File: src/shared/mssx_defs.vh
// Purpose: constants for the rotate / subtract / skip / table-read execution block
// Assumes: included by bare name from every design file
// Notes:   register offsets are byte addresses on a 32-bit AHB-Lite bus
//
// What this block does
// RL1: rotl_into_work puts memory rotated left, bit7 to bit0, into work; nothing else changes.
// RL2: rotl_through_carry rotates memory left through carry; only carry changes.
// RL3: rotl_carry_into_work does the same nine-bit rotate into work; memory kept.
// RL4: rotate_right_plain rotates memory right, bit0 to bit7; flags untouched.
// RL5: rotr_into_work puts memory rotated right into work; memory, flags, carry unused.
// RL6: rotr_through_carry rotates right via carry, to memory or work.
// RL7: subtract_with_borrow gives work minus memory minus inverted carry, updates four flags.
// RL8: every subtract clears carry on negative result, sets it on zero or positive.
// RL9: plain subtract takes memory or immediate, no borrow, to work or memory.
// RL10: decrement_and_skip decrements, skips on zero; work form tests work; no flags.
// RL11: increment_and_skip increments, skips on zero; work form keeps memory; no flags.
// RL12: every taken conditional skip costs two instruction cycles through a dummy cycle.
// RL13: set byte writes all ones, set bit forces one bit; no flags.
// RL14: bit_nonzero_skip skips on one, bit zero test skips on zero; nothing written.
// RL15: zero_test_skip skips on zero byte; copy_and_zero_test copies to work first.
// RL16: nibble swap exchanges nibbles; work form leaves memory; no flags.
// RL17: table_read_current_page reads program word in current page to memory and latch.
// RL18: table_read_final_page reads program word in last page to memory and latch.
// RL19: taken skip runs the fetched next instruction as a no-operation, pc passes it.
`ifndef MSSX_DEFS_VH
`define MSSX_DEFS_VH

`define MSSX_A_INSN      8'h00
`define MSSX_A_WORK      8'h04
`define MSSX_A_FLAGS     8'h08
`define MSSX_A_TABLE     8'h0c
`define MSSX_A_PC        8'h10
`define MSSX_A_MEMW      8'h14
`define MSSX_A_ICOUNT    8'h18

`define MSSX_F_OP        4:0
`define MSSX_F_BIT       7:5
`define MSSX_F_ADDR      15:8
`define MSSX_F_IMM       23:16
`define MSSX_F_MDATA     7:0
`define MSSX_F_MADDR     15:8
`define MSSX_F_TPTR      7:0
`define MSSX_F_THIGH     15:8

`define MSSX_FB_C        0
`define MSSX_FB_HC       1
`define MSSX_FB_Z        2
`define MSSX_FB_OVF      3
`define MSSX_FB_BUSY     4
`define MSSX_FB_SKIP     5

`define MSSX_BYTE_ZERO   8'h00
`define MSSX_BYTE_ONES   8'hff
`define MSSX_ONE_BYTE    8'h01

`define MSSX_OP_ROTL_MEM       5'h00
`define MSSX_OP_ROTL_WORK      5'h01
`define MSSX_OP_ROTLC_MEM      5'h02
`define MSSX_OP_ROTLC_WORK     5'h03
`define MSSX_OP_ROTR_MEM       5'h04
`define MSSX_OP_ROTR_WORK      5'h05
`define MSSX_OP_ROTRC_MEM      5'h06
`define MSSX_OP_ROTRC_WORK     5'h07
`define MSSX_OP_SUBB_WORK      5'h08
`define MSSX_OP_SUBB_MEM       5'h09
`define MSSX_OP_SUB_WORK       5'h0a
`define MSSX_OP_SUB_MEM        5'h0b
`define MSSX_OP_SUB_IMM        5'h0c
`define MSSX_OP_DEC_SKIP       5'h0d
`define MSSX_OP_DEC_SKIP_WORK  5'h0e
`define MSSX_OP_INC_SKIP       5'h0f
`define MSSX_OP_INC_SKIP_WORK  5'h10
`define MSSX_OP_SET_BYTE       5'h11
`define MSSX_OP_SET_BIT        5'h12
`define MSSX_OP_BIT_NZ_SKIP    5'h13
`define MSSX_OP_BIT_Z_SKIP     5'h14
`define MSSX_OP_ZERO_SKIP      5'h15
`define MSSX_OP_COPY_ZERO      5'h16
`define MSSX_OP_SWAP_MEM       5'h17
`define MSSX_OP_SWAP_WORK      5'h18
`define MSSX_OP_TBL_CUR        5'h19
`define MSSX_OP_TBL_LAST       5'h1a

`endif

File: src/mssx_dmem.v
// Purpose: data memory bytes of the core, one write port and one read port
// Assumes: read data is registered, valid the cycle after the address
// Notes:   no reset of contents, as in a real register file ram
`timescale 1ns/1ps
`include "mssx_defs.vh"
module mssx_dmem #(
	parameter AW = 8,
	parameter DW = 8
) (
	input  wire          mclk,
	input  wire          wr_en,
	input  wire [AW-1:0] wr_addr,
	input  wire [DW-1:0] wr_data,
	input  wire [AW-1:0] rd_addr,
	output reg  [DW-1:0] rd_data
);
	reg [DW-1:0] mem [0:(1<<AW)-1];

	always @(posedge mclk)
	begin
		if (wr_en)
			mem[wr_addr] <= wr_data;
		rd_data <= mem[rd_addr];
	end
endmodule // mssx_dmem

File: src/mssx_alu.v
// Purpose: combinational result, flags and skip decision for one instruction
// Assumes: operands are stable for the execute cycle
// Notes:   table reads are finished in the core, this unit handles them in its default case
`timescale 1ns/1ps
`include "mssx_defs.vh"
module mssx_alu (
	input  wire [4:0] op,
	input  wire [7:0] mem_val,
	input  wire [7:0] work_val,
	input  wire [7:0] imm_val,
	input  wire [2:0] bit_sel,
	input  wire       carry_in,
	output reg  [7:0] result,
	output reg        to_work,
	output reg        to_mem,
	output reg        upd_c,
	output reg        upd_arith,
	output reg        c_out,
	output wire       hc_out,
	output wire       z_out,
	output wire       ovf_out,
	output reg        skip
);
	function [7:0] bit_mask;
		input [2:0] sel;
		begin
			bit_mask = `MSSX_ONE_BYTE << sel;
		end
	endfunction

	// borrow form uses the carry as an inverted borrow
	wire       use_imm  = (op == `MSSX_OP_SUB_IMM);
	wire       use_brw  = (op == `MSSX_OP_SUBB_WORK) || (op == `MSSX_OP_SUBB_MEM);
	wire [7:0] sub_b    = use_imm ? imm_val : mem_val;
	wire       sub_cin  = use_brw ? carry_in : 1'b1;
	wire [8:0] diff     = {1'b0, work_val} + {1'b0, ~sub_b} + {8'h00, sub_cin}; // RL7
	wire [4:0] low_diff = {1'b0, work_val[3:0]} + {1'b0, ~sub_b[3:0]} + {4'h0, sub_cin};
	wire [7:0] dec_val  = mem_val - `MSSX_ONE_BYTE;
	wire [7:0] inc_val  = mem_val + `MSSX_ONE_BYTE;

	assign hc_out  = low_diff[4];
	assign z_out   = (diff[7:0] == `MSSX_BYTE_ZERO);
	assign ovf_out = (work_val[7] ^ sub_b[7]) & (diff[7] ^ work_val[7]);

	always @*
	begin
		result    = mem_val;
		to_work   = 1'b0;
		to_mem    = 1'b0;
		upd_c     = 1'b0;
		upd_arith = 1'b0;
		c_out     = carry_in;
		skip      = 1'b0;
		case (op)
			`MSSX_OP_ROTL_MEM:      begin result = {mem_val[6:0], mem_val[7]}; to_mem = 1'b1; end
			`MSSX_OP_ROTL_WORK:     begin result = {mem_val[6:0], mem_val[7]}; to_work = 1'b1; end // RL1
			`MSSX_OP_ROTLC_MEM:     begin result = {mem_val[6:0], carry_in}; to_mem = 1'b1; // RL2
				upd_c = 1'b1; c_out = mem_val[7]; end
			`MSSX_OP_ROTLC_WORK:    begin result = {mem_val[6:0], carry_in}; to_work = 1'b1; // RL3
				upd_c = 1'b1; c_out = mem_val[7]; end
			`MSSX_OP_ROTR_MEM:      begin result = {mem_val[0], mem_val[7:1]}; to_mem = 1'b1; end // RL4
			`MSSX_OP_ROTR_WORK:     begin result = {mem_val[0], mem_val[7:1]}; to_work = 1'b1; end // RL5
			`MSSX_OP_ROTRC_MEM:     begin result = {carry_in, mem_val[7:1]}; to_mem = 1'b1; // RL6
				upd_c = 1'b1; c_out = mem_val[0]; end
			`MSSX_OP_ROTRC_WORK:    begin result = {carry_in, mem_val[7:1]}; to_work = 1'b1; // RL6
				upd_c = 1'b1; c_out = mem_val[0]; end
			`MSSX_OP_SUBB_WORK, `MSSX_OP_SUB_WORK, `MSSX_OP_SUB_IMM:
			begin
				result = diff[7:0]; to_work = 1'b1; upd_arith = 1'b1; // RL9
				upd_c = 1'b1; c_out = diff[8]; // RL8
			end
			`MSSX_OP_SUBB_MEM, `MSSX_OP_SUB_MEM:
			begin
				result = diff[7:0]; to_mem = 1'b1; upd_arith = 1'b1; // RL9
				upd_c = 1'b1; c_out = diff[8]; // RL8
			end
			`MSSX_OP_DEC_SKIP:      begin result = dec_val; to_mem = 1'b1; skip = (dec_val == `MSSX_BYTE_ZERO); end // RL10
			`MSSX_OP_DEC_SKIP_WORK: begin result = dec_val; to_work = 1'b1; skip = (dec_val == `MSSX_BYTE_ZERO); end // RL10
			`MSSX_OP_INC_SKIP:      begin result = inc_val; to_mem = 1'b1; skip = (inc_val == `MSSX_BYTE_ZERO); end // RL11
			`MSSX_OP_INC_SKIP_WORK: begin result = inc_val; to_work = 1'b1; skip = (inc_val == `MSSX_BYTE_ZERO); end // RL11
			`MSSX_OP_SET_BYTE:      begin result = `MSSX_BYTE_ONES; to_mem = 1'b1; end // RL13
			`MSSX_OP_SET_BIT:       begin result = mem_val | bit_mask(bit_sel); to_mem = 1'b1; end // RL13
			`MSSX_OP_BIT_NZ_SKIP:   skip = ((mem_val & bit_mask(bit_sel)) != `MSSX_BYTE_ZERO); // RL14
			`MSSX_OP_BIT_Z_SKIP:    skip = ((mem_val & bit_mask(bit_sel)) == `MSSX_BYTE_ZERO); // RL14
			`MSSX_OP_ZERO_SKIP:     skip = (mem_val == `MSSX_BYTE_ZERO); // RL15
			`MSSX_OP_COPY_ZERO:     begin to_work = 1'b1; skip = (mem_val == `MSSX_BYTE_ZERO); end // RL15
			`MSSX_OP_SWAP_MEM:      begin result = {mem_val[3:0], mem_val[7:4]}; to_mem = 1'b1; end // RL16
			`MSSX_OP_SWAP_WORK:     begin result = {mem_val[3:0], mem_val[7:4]}; to_work = 1'b1; end // RL16
			default:                result = mem_val;
		endcase
	end
endmodule // mssx_alu

File: src/mssx_core.v
// Purpose: executes one queued instruction on data memory, work register and flags
// Assumes: program memory answers pmem_word in the cycle in which pmem_rd is high
// Notes:   the bus stalls a transfer while an instruction is in flight
//
// Chosen here: register access over AHB-Lite and the register offsets.
`timescale 1ns/1ps
`include "mssx_defs.vh"
module mssx_core #(
	parameter PC_W   = 11,
	parameter WORD_W = 14,
	parameter MEM_AW = 8
) (
	input  wire              mclk,
	input  wire              sys_rst,
	input  wire              hsel,
	input  wire [31:0]       haddr,
	input  wire [1:0]        htrans,
	input  wire              hwrite,
	input  wire [2:0]        hsize,
	input  wire [31:0]       hwdata,
	input  wire              hready,
	output reg  [31:0]       hrdata,
	output wire              hreadyout,
	output wire              hresp,
	output reg  [PC_W-1:0]   pmem_addr,
	output reg               pmem_rd,
	input  wire [WORD_W-1:0] pmem_word
);
	localparam ST_IDLE  = 2'd0;
	localparam ST_FETCH = 2'd1;
	localparam ST_EXEC  = 2'd2;
	localparam ST_DUMMY = 2'd3;
	localparam [PC_W-1:0] PC_ONE = 1;
	localparam [31:0] CNT_ONE = 1;

	reg  [1:0]        state_r;
	reg  [1:0]        state_nxt;
	reg  [23:0]       insn_r;
	reg  [7:0]        work_r;
	reg               c_r;
	reg               hc_r;
	reg               z_r;
	reg               ovf_r;
	reg               skip_r;
	reg  [7:0]        tptr_r;
	reg  [7:0]        thigh_r;
	reg  [PC_W-1:0]   pc_r;
	reg  [31:0]       icount_r;
	reg               dph_r;
	reg               dph_wr_r;
	reg  [7:0]        dph_addr_r;
	reg               rd_done_r;
	reg  [31:0]       rd_mux;

	wire [7:0]        mem_rdata;
	wire [7:0]        alu_res;
	wire              alu_to_work;
	wire              alu_to_mem;
	wire              alu_upd_c;
	wire              alu_upd_arith;
	wire              alu_c;
	wire              alu_hc;
	wire              alu_z;
	wire              alu_ovf;
	wire              alu_skip;

	wire [4:0] op      = insn_r[`MSSX_F_OP];
	wire       is_tbl  = (op == `MSSX_OP_TBL_CUR) || (op == `MSSX_OP_TBL_LAST);
	wire       busy    = (state_r != ST_IDLE);
	wire       aph     = hsel && htrans[1] && hready;
	wire       xfer_end = dph_r && hreadyout;
	wire       bus_wr  = xfer_end && dph_wr_r;
	wire       insn_go = bus_wr && (dph_addr_r == `MSSX_A_INSN);
	wire       memw_go = bus_wr && (dph_addr_r == `MSSX_A_MEMW);
	wire       exec    = (state_r == ST_EXEC);

	// a table read delivers its low byte to memory; the other writers are the bus memory write and the alu
	wire [7:0] tbl_low  = pmem_word[7:0];
	wire [7:0] tbl_high = {{(16 - WORD_W){1'b0}}, pmem_word[WORD_W-1:8]};
	wire       mem_we   = memw_go || (exec && (alu_to_mem || is_tbl));
	wire [7:0] mem_wdat = memw_go ? hwdata[`MSSX_F_MDATA] : (is_tbl ? tbl_low : alu_res);
	wire [7:0] mem_wadr = memw_go ? hwdata[`MSSX_F_MADDR] : insn_r[`MSSX_F_ADDR];

	// reads cost one wait state so that hrdata can come from a flip-flop
	assign hreadyout = !dph_r || (!busy && (dph_wr_r || rd_done_r));
	assign hresp     = 1'b0;

	mssx_dmem #(
		.AW      (MEM_AW),
		.DW      (8)
	) u_dmem (
		.mclk    (mclk),
		.wr_en   (mem_we),
		.wr_addr (mem_wadr[MEM_AW-1:0]),
		.wr_data (mem_wdat),
		.rd_addr (insn_r[8 + MEM_AW - 1:8]),
		.rd_data (mem_rdata)
	);

	mssx_alu u_alu (
		.op        (op),
		.mem_val   (mem_rdata),
		.work_val  (work_r),
		.imm_val   (insn_r[`MSSX_F_IMM]),
		.bit_sel   (insn_r[`MSSX_F_BIT]),
		.carry_in  (c_r),
		.result    (alu_res),
		.to_work   (alu_to_work),
		.to_mem    (alu_to_mem),
		.upd_c     (alu_upd_c),
		.upd_arith (alu_upd_arith),
		.c_out     (alu_c),
		.hc_out    (alu_hc),
		.z_out     (alu_z),
		.ovf_out   (alu_ovf),
		.skip      (alu_skip)
	);

	always @*
	begin
		rd_mux = 32'h0000_0000;
		case (dph_addr_r)
			`MSSX_A_INSN:   rd_mux = {8'h00, insn_r};
			`MSSX_A_WORK:   rd_mux = {24'h00_0000, work_r};
			`MSSX_A_FLAGS:  rd_mux = {26'h000_0000, skip_r, busy, ovf_r, z_r, hc_r, c_r};
			`MSSX_A_TABLE:  rd_mux = {16'h0000, thigh_r, tptr_r};
			`MSSX_A_PC:     rd_mux = {{(32 - PC_W){1'b0}}, pc_r};
			`MSSX_A_ICOUNT: rd_mux = icount_r;
			default:        rd_mux = 32'h0000_0000;
		endcase
	end

	always @*
	begin
		state_nxt = state_r;
		case (state_r)
			ST_IDLE:  if (insn_go) state_nxt = ST_FETCH;
			ST_FETCH: state_nxt = ST_EXEC;
			ST_EXEC:  state_nxt = (alu_skip && !is_tbl) ? ST_DUMMY : ST_IDLE; // RL12
			ST_DUMMY: state_nxt = ST_IDLE;
			default:  state_nxt = ST_IDLE;
		endcase
	end

	// bus address and data phase tracking
	always @(posedge mclk)
	begin
		if (sys_rst)
		begin
			dph_r      <= 1'b0;
			dph_wr_r   <= 1'b0;
			dph_addr_r <= `MSSX_BYTE_ZERO;
			rd_done_r  <= 1'b0;
			hrdata     <= 32'h0000_0000;
		end
		else
		begin
			if (!dph_r || hreadyout)
			begin
				dph_r      <= aph;
				dph_wr_r   <= hwrite;
				dph_addr_r <= (haddr[31:8] == 24'h00_0000) ? haddr[7:0] : `MSSX_BYTE_ONES;
				rd_done_r  <= 1'b0;
			end
			else if (!busy && !dph_wr_r && !rd_done_r)
			begin
				hrdata    <= rd_mux;
				rd_done_r <= 1'b1;
			end
		end
	end

	always @(posedge mclk)
	begin
		if (sys_rst)
		begin
			state_r   <= ST_IDLE;
			insn_r    <= 24'h00_0000;
			work_r    <= `MSSX_BYTE_ZERO;
			c_r       <= 1'b0;
			hc_r      <= 1'b0;
			z_r       <= 1'b0;
			ovf_r     <= 1'b0;
			skip_r    <= 1'b0;
			tptr_r    <= `MSSX_BYTE_ZERO;
			thigh_r   <= `MSSX_BYTE_ZERO;
			pc_r      <= {PC_W{1'b0}};
			icount_r  <= 32'h0000_0000;
			pmem_addr <= {PC_W{1'b0}};
			pmem_rd   <= 1'b0;
		end
		else
		begin
			state_r <= state_nxt;
			pmem_rd <= 1'b0;
			if (insn_go)
				insn_r <= hwdata[23:0];
			if (bus_wr && dph_addr_r == `MSSX_A_WORK)
				work_r <= hwdata[7:0];
			if (bus_wr && dph_addr_r == `MSSX_A_FLAGS)
			begin
				c_r  <= hwdata[`MSSX_FB_C];
				hc_r  <= hwdata[`MSSX_FB_HC];
				z_r   <= hwdata[`MSSX_FB_Z];
				ovf_r <= hwdata[`MSSX_FB_OVF];
			end
			if (bus_wr && dph_addr_r == `MSSX_A_TABLE)
				tptr_r <= hwdata[`MSSX_F_TPTR];
			if (bus_wr && dph_addr_r == `MSSX_A_PC)
				pc_r <= hwdata[PC_W-1:0];
			if (state_r == ST_FETCH && is_tbl)
			begin
				pmem_rd <= 1'b1;
				if (op == `MSSX_OP_TBL_CUR)
					pmem_addr <= {pc_r[PC_W-1:8], tptr_r}; // RL17
				else
					pmem_addr <= {{(PC_W - 8){1'b1}}, tptr_r}; // RL18
			end
			if (exec)
			begin
				pc_r     <= pc_r + PC_ONE;
				icount_r <= icount_r + CNT_ONE;
				skip_r   <= alu_skip && !is_tbl;
				if (is_tbl)
					thigh_r <= tbl_high; // RL17 RL18
				else if (alu_to_work)
					work_r <= alu_res; // RL1 RL3 RL5 RL15 RL16
				if (!is_tbl && alu_upd_c)
					c_r <= alu_c; // RL8
				if (!is_tbl && alu_upd_arith)
				begin
					hc_r  <= alu_hc; // RL7
					z_r   <= alu_z;
					ovf_r <= alu_ovf;
				end
			end
			// the following word was already fetched; it retires as a no-operation
			if (state_r == ST_DUMMY)
			begin
				pc_r     <= pc_r + PC_ONE; // RL19
				icount_r <= icount_r + CNT_ONE; // RL12
			end
		end
	end
endmodule // mssx_core

File: config.mk
export PLATFORM = sky130hd
export DESIGN_NAME = mssx_core
export DESIGN_NICKNAME = d
export VERILOG_FILES = /design/src/mssx_dmem.v /design/src/mssx_alu.v /design/src/mssx_core.v
export VERILOG_INCLUDE_DIRS = /design/src /design/src/shared
export SDC_FILE = /design/constraint.sdc
export NUM_CORES = 2
export LEC_CHECK = 0
export ABC_AREA = 0
export BUFFER_PORTS_ARGS = -buffer_cell sky130_fd_sc_hd__buf_2
export CAP_MARGIN = 0
export CELL_PAD_IN_SITES_DETAIL_PLACEMENT = 1
export CELL_PAD_IN_SITES_GLOBAL_PLACEMENT = 1
export CORE_AREA = 2 2 445 447
export DETAILED_ROUTE_END_ITERATION = 12
export DIE_AREA = 0 0 447 449
export PLACE_DENSITY = 0.74
export SYNTH_ARGS = -nofsm -noshare
export SYNTH_HDL_FRONTEND = slang
export SYNTH_SLANG_ARGS = --single-unit
File: constraint.sdc
create_clock -name mclk -period 21.5 [get_ports mclk]
set_input_delay 3.225 -clock mclk [delete_from_list [all_inputs] [get_ports mclk]]
set_output_delay 3.225 -clock mclk [all_outputs]
set_load 0.005 [all_outputs]
=== Word-level counts from Yosys, hierarchy flattened ===
Memory sizes are Yosys's and may differ from the RTL's. A register that Yosys moved wholly into a read port is not among the register bits.
Index checks and enable logic that the tools add are counted.

* Reduce and logical (&&, ||, !) cells: 58
* Bitwise gates (word level): 8
* Equality and inequality tests: 37
* Shifts and indexed selects: 1
* Muxes and demuxes: 42
* $add $sub $neg: 8

{| class="wikitable"
|+ Operators by type and width
! kind !! number
|-
| case mux 32 bit (6 select lines) || 1
|-
| case mux 8 bit (10 select lines) || 1
|-
| 2-to-1 mux 8 bit || 9
|-
| 2-to-1 mux 32 bit || 2
|-
| equality test 5 bit (second input constant) || 11
|-
| zero test 8 bit || 6
|-
| 2-to-1 mux 11 bit || 4
|-
| equality test 5 x 4 -> 1 bit (second input constant) || 8
|-
| adder 32 x 1 -> 32 bit (second input constant) || 1
|-
| equality test 8 x 5 -> 1 bit (second input constant) || 3
|-
| zero test 24 bit || 1
|-
| OR reduction 11 bit || 2
|-
| equality test 5 x 3 -> 1 bit (second input constant) || 4
|-
| 2-to-1 mux 1 bit || 20
|-
| logical AND 1 bit || 18
|-
| OR reduction 2 bit || 9
|-
| equality test 8 x 4 -> 1 bit (second input constant) || 2
|-
| adder 11 x 1 -> 11 bit (second input constant) || 1
|-
| equality test 5 x 2 -> 1 bit (second input constant) || 2
|-
| adder 8 x 8 -> 9 bit || 1
|-
| adder 9 x 1 -> 9 bit || 1
|-
| OR reduction 9 bit || 1
|-
| adder 8 x 1 -> 8 bit (second input constant) || 1
|-
| AND 8 bit || 1
|-
| other kinds (29) || 44
|}

* Logic and storage cells: 174
* Memories: 1
* Output and inout bits: 46
* Register bits: 151
* Bits of input ports: 88
* RAM bits: 2048

{| class="wikitable"
|+ Memories
! memory !! depth !! bits a word !! read ports !! clocked after Yosys merged registers in !! write ports !! RTL line !! source
|-
| u_dmem.mem || 256 || 8 || 1 || 1 || 1 || mssx_dmem.v:17 || <nowiki>reg [DW-1:0] mem [0:(1<<AW)-1];</nowiki>
|}

=== Logic depth before layout (Yosys ltp) ===
* Depth after elaboration: 11
* Gate-level depth with buffers: 15
* Gate-level depth less buffers: 13

=== Hierarchy ===
A second synthesis with hierarchy kept.

* Cells, all modules: 4819
* Area total of the unflattened synthesis: 88391.0 µm²

{| class="wikitable"
|+ By module, submodules not included
! module !! area each (µm²) !! instances !! seq. area each (µm²) !! cells an instance
|-
| mssx_dmem || 79556.3 || 1 || 61659.1 || 3733
|-
| mssx_core || 6906.6 || 1 || 3022.9 || 810
|-
| mssx_alu || 1928.1 || 1 || 0.0 || 276
|}

=== Worst setup path after synthesis ===
Ideal clock, no wire load.

* Path kind: input to register
* From: input pmem_word[0]
* To: memory u_dmem.mem[0][0], data pin
* Arrival: 13.201 ns
* Path buffers: 0
* Cell stages on the path: 2
* Required time: 19.313 ns
* Slack: 6.112 ns
* Library setup time: 2.187 ns
* Cell sequence: mux2i_1 o21ai_0

* Word-level cells in the longest chain between the ends: 2

{| class="wikitable"
|+ Ends and longest elaborated chain
! item !! RTL line !! source
|-
| start: declaration || mssx_core.v:27 || <nowiki>input wire [WORD_W-1:0] pmem_word</nowiki>
|-
| 2-to-1 mux 8 bit (2 in series) || mssx_core.v:81 || <nowiki>wire [7:0] mem_wdat = memw_go ? hwdata[`MSSX_F_MDATA] : (is_tbl ? tbl_low : alu_res);</nowiki>
|-
| named net mem_wdat[0] || mssx_core.v:81 ||
|-
| end: declaration || mssx_dmem.v:17 ||
|}

The timed path passes the listed nets, and every way through them passes these cells.

=== Worst setup path after layout ===
* From: register insn_r[3]
* To: memory u_dmem.mem[223][5], data pin

* Word-level cells in the longest chain between the ends: 8
* Elaborated cells on any way between the ends: 41
* Those cells by class: 2 x add/sub; 22 x eq/ne; 5 x mux; 1 x bitwise; 11 x reduce/logical

{| class="wikitable"
|+ Ends and longest elaborated chain
! item !! RTL line !! source
|-
| start: declaration || mssx_core.v:38 || <nowiki>reg [23:0] insn_r;</nowiki>
|-
| start signal: assignment || mssx_core.v:197 || <nowiki>insn_r <= hwdata[23:0];</nowiki>
|-
| equality test 5 x 4 -> 1 bit || mssx_alu.v:54 || <nowiki>case (op)</nowiki>
|-
| 2-to-1 mux 8 bit || mssx_alu.v:34 || <nowiki>wire [7:0] sub_b = use_imm ? imm_val : mem_val;</nowiki>
|-
| inverter 8 bit || mssx_alu.v:36 || <nowiki>wire [8:0] diff = {1'b0, work_val} + {1'b0, ~sub_b} + {8'h00, sub_cin};</nowiki>
|-
| adder 8 x 8 -> 9 bit || mssx_alu.v:36 ||
|-
| adder 9 x 1 -> 9 bit || mssx_alu.v:36 ||
|-
| case mux 8 bit (10 select lines) || mssx_alu.v:54 ||
|-
| 2-to-1 mux 8 bit * (2 in series) || mssx_core.v:81 ||
|-
| named net mem_wdat[5] || mssx_core.v:81 ||
|}

The timed path passes the listed nets; every way through them passes the cells marked *.

==> impl_metrics.csv <==
group,metric,value,unit
cts,cts.sinks,2207,
sta,slew_viol_final,0,
sta,worst_slew_pin_slew,1.29,ns
synth,synth_top_area_share,70.0,%
cts,cts_resized,0,
pwr,power_density,85.3,nW/um^2
setup_path,critPathTopFamily,"compound AO/OA/AOI/OAI gates",
die,io_pins,134,
grt,grt.overflow.total,0,
cts,cts_made_buffers,209,
die,die_y,449,um
cts,cts_root_buf,"clkbuf_16",
cells_and_area,final_common_cell,"edfxtp_1",
die,std_cell_rows,163,
setup_path,cp.required,22.04,ns
setup_path,critical-path-max-stage-delay,0.92,ns
cells_and_area,drive_gt1_share,22.0,%
pwr,peakVddDrop,0.0000905,V
sta,layout_min_cycle_time,6.73,ns
sta,hold_violations,0,
sta,fin_worst_skew,0.0333,ns
placed_design,dp_hpwl,138000,um
setup_path,path_buf_inv,2,
grt,grt_pass1_vias,48400,
cts,clk_pin_slew,0.06,ns
synth,ys.flop_type,"edfxtp_1",
placed_design,io_buffers,120,
routing,first_pass_iters,5,
cells_and_area,final_util,50.0,%
routing,drc,0,
cts,htreeDepth,4,
sta,max_slew_margin,13.5,%
cts,hold_buffers,0,
synth,yosys-top-cells-area,"edfxtp_1 (70%), mux4_2 (13%), dfxtp_1 (3.6%)",
sta,setup_viol_count_final,0,
cells_and_area,stdcell_count,7641,
synth,syn_nets,4798,
synth,synth_top_family_by_area,"multiplexers",
setup_path,cp-end-kind,"flop",
synth,async_reset_ff_share,0,%
routing,wire_per_inst,30.1,um
setup_path,path_max_fanout,66,
setup_path,arrival,7.27,ns
die,fp.dieArea,201000,um^2
routing,via_per_inst,6.11,
synth,synth-simple-area-share,4.50,%
cells_and_area,fillerInstances,18000,
routing,wl,230000,um
die,dieWidth,447,um
synth,synthCells,4695,
sta,clock.fmax,0.149,GHz
outcome,status,"finished, final reports clean",
setup_path,ff2ff_setup_slack,14.77,ns
synth,synth_fa_ha_area_share,0.242,%
cells_and_area,final_nets,4920,
placed_design,globalplace.congestion,0.845,
synth,synth_largest_area_cell,"edfxtp_1",
synth,synth-seq-cells,2207,
flow_run,cap_viol_max_count,0,
sta,hold_ws,0.455,ns
synth,synth_edf_count,2048,
synth,synthMuxAreaShare,15.1,%
grt,grt_start_max_net_pins,193,
setup_path,path_cells,"nand3b_1, nor2_1, o21ai_0, fa_1, nand2b_1, a21oi_1, o21ai_0, a211o_1, a31oi_1, mux2i_1, o21ai_4, buf_4, buf_4",
cells_and_area,syn2layout_area_growth,11.5,%
synth,synth_warnings,0,
sta,post-route-period-util,31.3,%
grt,grtUsageTotal,22.9,%
sta,rsz0062_at_grt,"no",
routing,vias,46700,
synth,synth_area,87900,um^2
synth,synth_xor_area_share,0.449,%
placed_design,placed_cells,7246,
cts,cts_buffer_depth,3,
grt,antenna_found_initial,12,
grt,grt_pass1_wl,338000,um
synth,avgSynthCellArea,18.7,um^2
cts,insertion_delay,0.85,ns
routing,postRouteAntennaNets,0,
setup_path,cp_slowest_cell,"o21ai_4",
setup_path,worst_setup_path_start_kind,"flop",
synth,yosysSeqAreaShare,73.6,%
synth,yosysUniqueCellTypes,83,
cts,post-cts-setup-buffer-count,0,
synth,synth-compound-area-share,4.21,%
sta,tns,0,ns
worst_hold_path,hold_path_class,"reg -> reg",
sta,setup_ws,14.77,ns
cells_and_area,mostFrequentLayoutCells,"edfxtp_1 (2,048), mux4_2 (520), nor2_1 (401)",
routing,drtIter0Drc,5158,
cts,cts_tree,"yes",
die,initial_core_util,44.8,%
setup_path,path_class,"reg -> reg",
pwr,p_leak,29.3,nW
die,coreArea,196000,um^2
placed_design,dp_slack,14.78,ns
-- layout make-up --
| class | instances | area, um^2 | share of cell area, % |
|---|---|---|---|
| Tap cell | 2640 | 3300 | 3.37 |
| Multi-Input combinational cell | 2173 | 21700 | 22.1 |
| Clock buffer | 252 | 5560 | 5.67 |
| Antenna cell | 4 | 10.0 | 0.0102 |
| Inverter | 16 | 60.1 | 0.0613 |
| Clock inverter | 139 | 1330 | 1.35 |
| Timing Repair Buffer | 210 | 1400 | 1.43 |
| Sequential cell | 2207 | 64700 | 66.0 |
-- report_power, final --
group | internal [mW] | switching [mW]
Clock | 2.11 | 1.60
Sequential | 4.62 | 0.00163
Combinational | 0.00847 | 0.0190
Total | 6.74 | 1.62
-- final timing paths --
| check | start | end | cells past startpoint |
|---|---|---|---|
| min reg2reg | hrdata[27]$_SDFFE_PP0P_ | hrdata[27]$_SDFFE_PP0P_ | 2 |
| max | insn_r[3]$_SDFFE_PP0P_ | u_dmem.mem[223][5]$_DFFE_PP_ | 13 |
| max reg2reg | insn_r[3]$_SDFFE_PP0P_ | u_dmem.mem[223][5]$_DFFE_PP_ | 13 |
| min | hrdata[27]$_SDFFE_PP0P_ | hrdata[27]$_SDFFE_PP0P_ | 2 |
-- cells by family after synthesis --
family                     count (synthesis)
DFF                                     2207
and+or+nand+nor                          889
muxes                                    673
adders and majority gates                 16
other                                      1
buffers and inverters                    315
xor gates and xnor gates                  45
AOI/OAI and AO/OA                        549
-- sequential cells by signal (all words and copies together) (netlist names), 2 cells and up --
| name | count |
|---|---|
| dph_addr_r | 8 |
| hrdata | 32 |
| icount_r | 32 |
| insn_r | 24 |
| pc_r | 11 |
| pmem_addr | 11 |
| state_r | 2 |
| thigh_r | 6 |
| tptr_r | 8 |
| u_dmem.mem | 2048 |
| u_dmem.rd_data | 8 |
| work_r | 8 |
-- Yosys cell counts, types with 6 or more instances --
| cell | instances |
|---|---|
| ha_1 | 13 |
| a211o_1 | 9 |
| o221ai_1 | 33 |
| mux2i_1 | 133 |
| a21o_1 | 6 |
| mux2_2 | 20 |
| nand2_1 | 215 |
| mux4_2 | 520 |
| and3_1 | 18 |
| buf_6 | 31 |
| o21ai_1 | 7 |
| o22ai_1 | 30 |
| nor4_1 | 8 |
| or2_2 | 6 |
| nand2b_1 | 21 |
| xnor2_1 | 12 |
| nor3_1 | 50 |
| inv_1 | 16 |
| nand3b_1 | 14 |
| buf_1 | 14 |
| nand4_1 | 18 |
| clkbuf_1 | 150 |
| xor2_1 | 33 |
| buf_2 | 70 |
| a21oi_1 | 169 |
| edfxtp_1 | 2048 |
| a22oi_1 | 100 |
| a22o_1 | 17 |
| a222oi_1 | 6 |
| a311oi_1 | 11 |
| nand3_1 | 78 |
| a211oi_1 | 28 |
| a31oi_1 | 13 |
| a221oi_1 | 26 |
| o31ai_1 | 8 |
| nor2b_1 | 13 |
| buf_4 | 31 |
| dfxtp_1 | 159 |
| or3_1 | 12 |
| nor2_1 | 403 |
| o21ai_0 | 48 |
-- metal layers --
metal  part of all wire (%)  vias to the layer above  global-route usage (%)
met1                     40                    24800                    31.6
met2                     49                     2086                    37.3
met5                 0.0056                        -                       0
met3                    7.8                      385                    3.87
li1                       -                    19400                       -
met4                    3.1                        2                    7.38
-- worst min-delay path: stages (launching register included) --
cell     delay [ns]
dfxtp_1        0.31
nand2_1        0.05
a21oi_1        0.05
-- through the flow --
stage / power [mW] / instance area [um^2]
after floorplan: 4.73 / 87900
after global placement: 4.74 / 91100
after detailed placement: 4.74 / 91100
after CTS: 8.41 / 98000
after global routing: 8.55 / 98000
final: 8.37 / 98000
(Power assumes the default switching activity.)
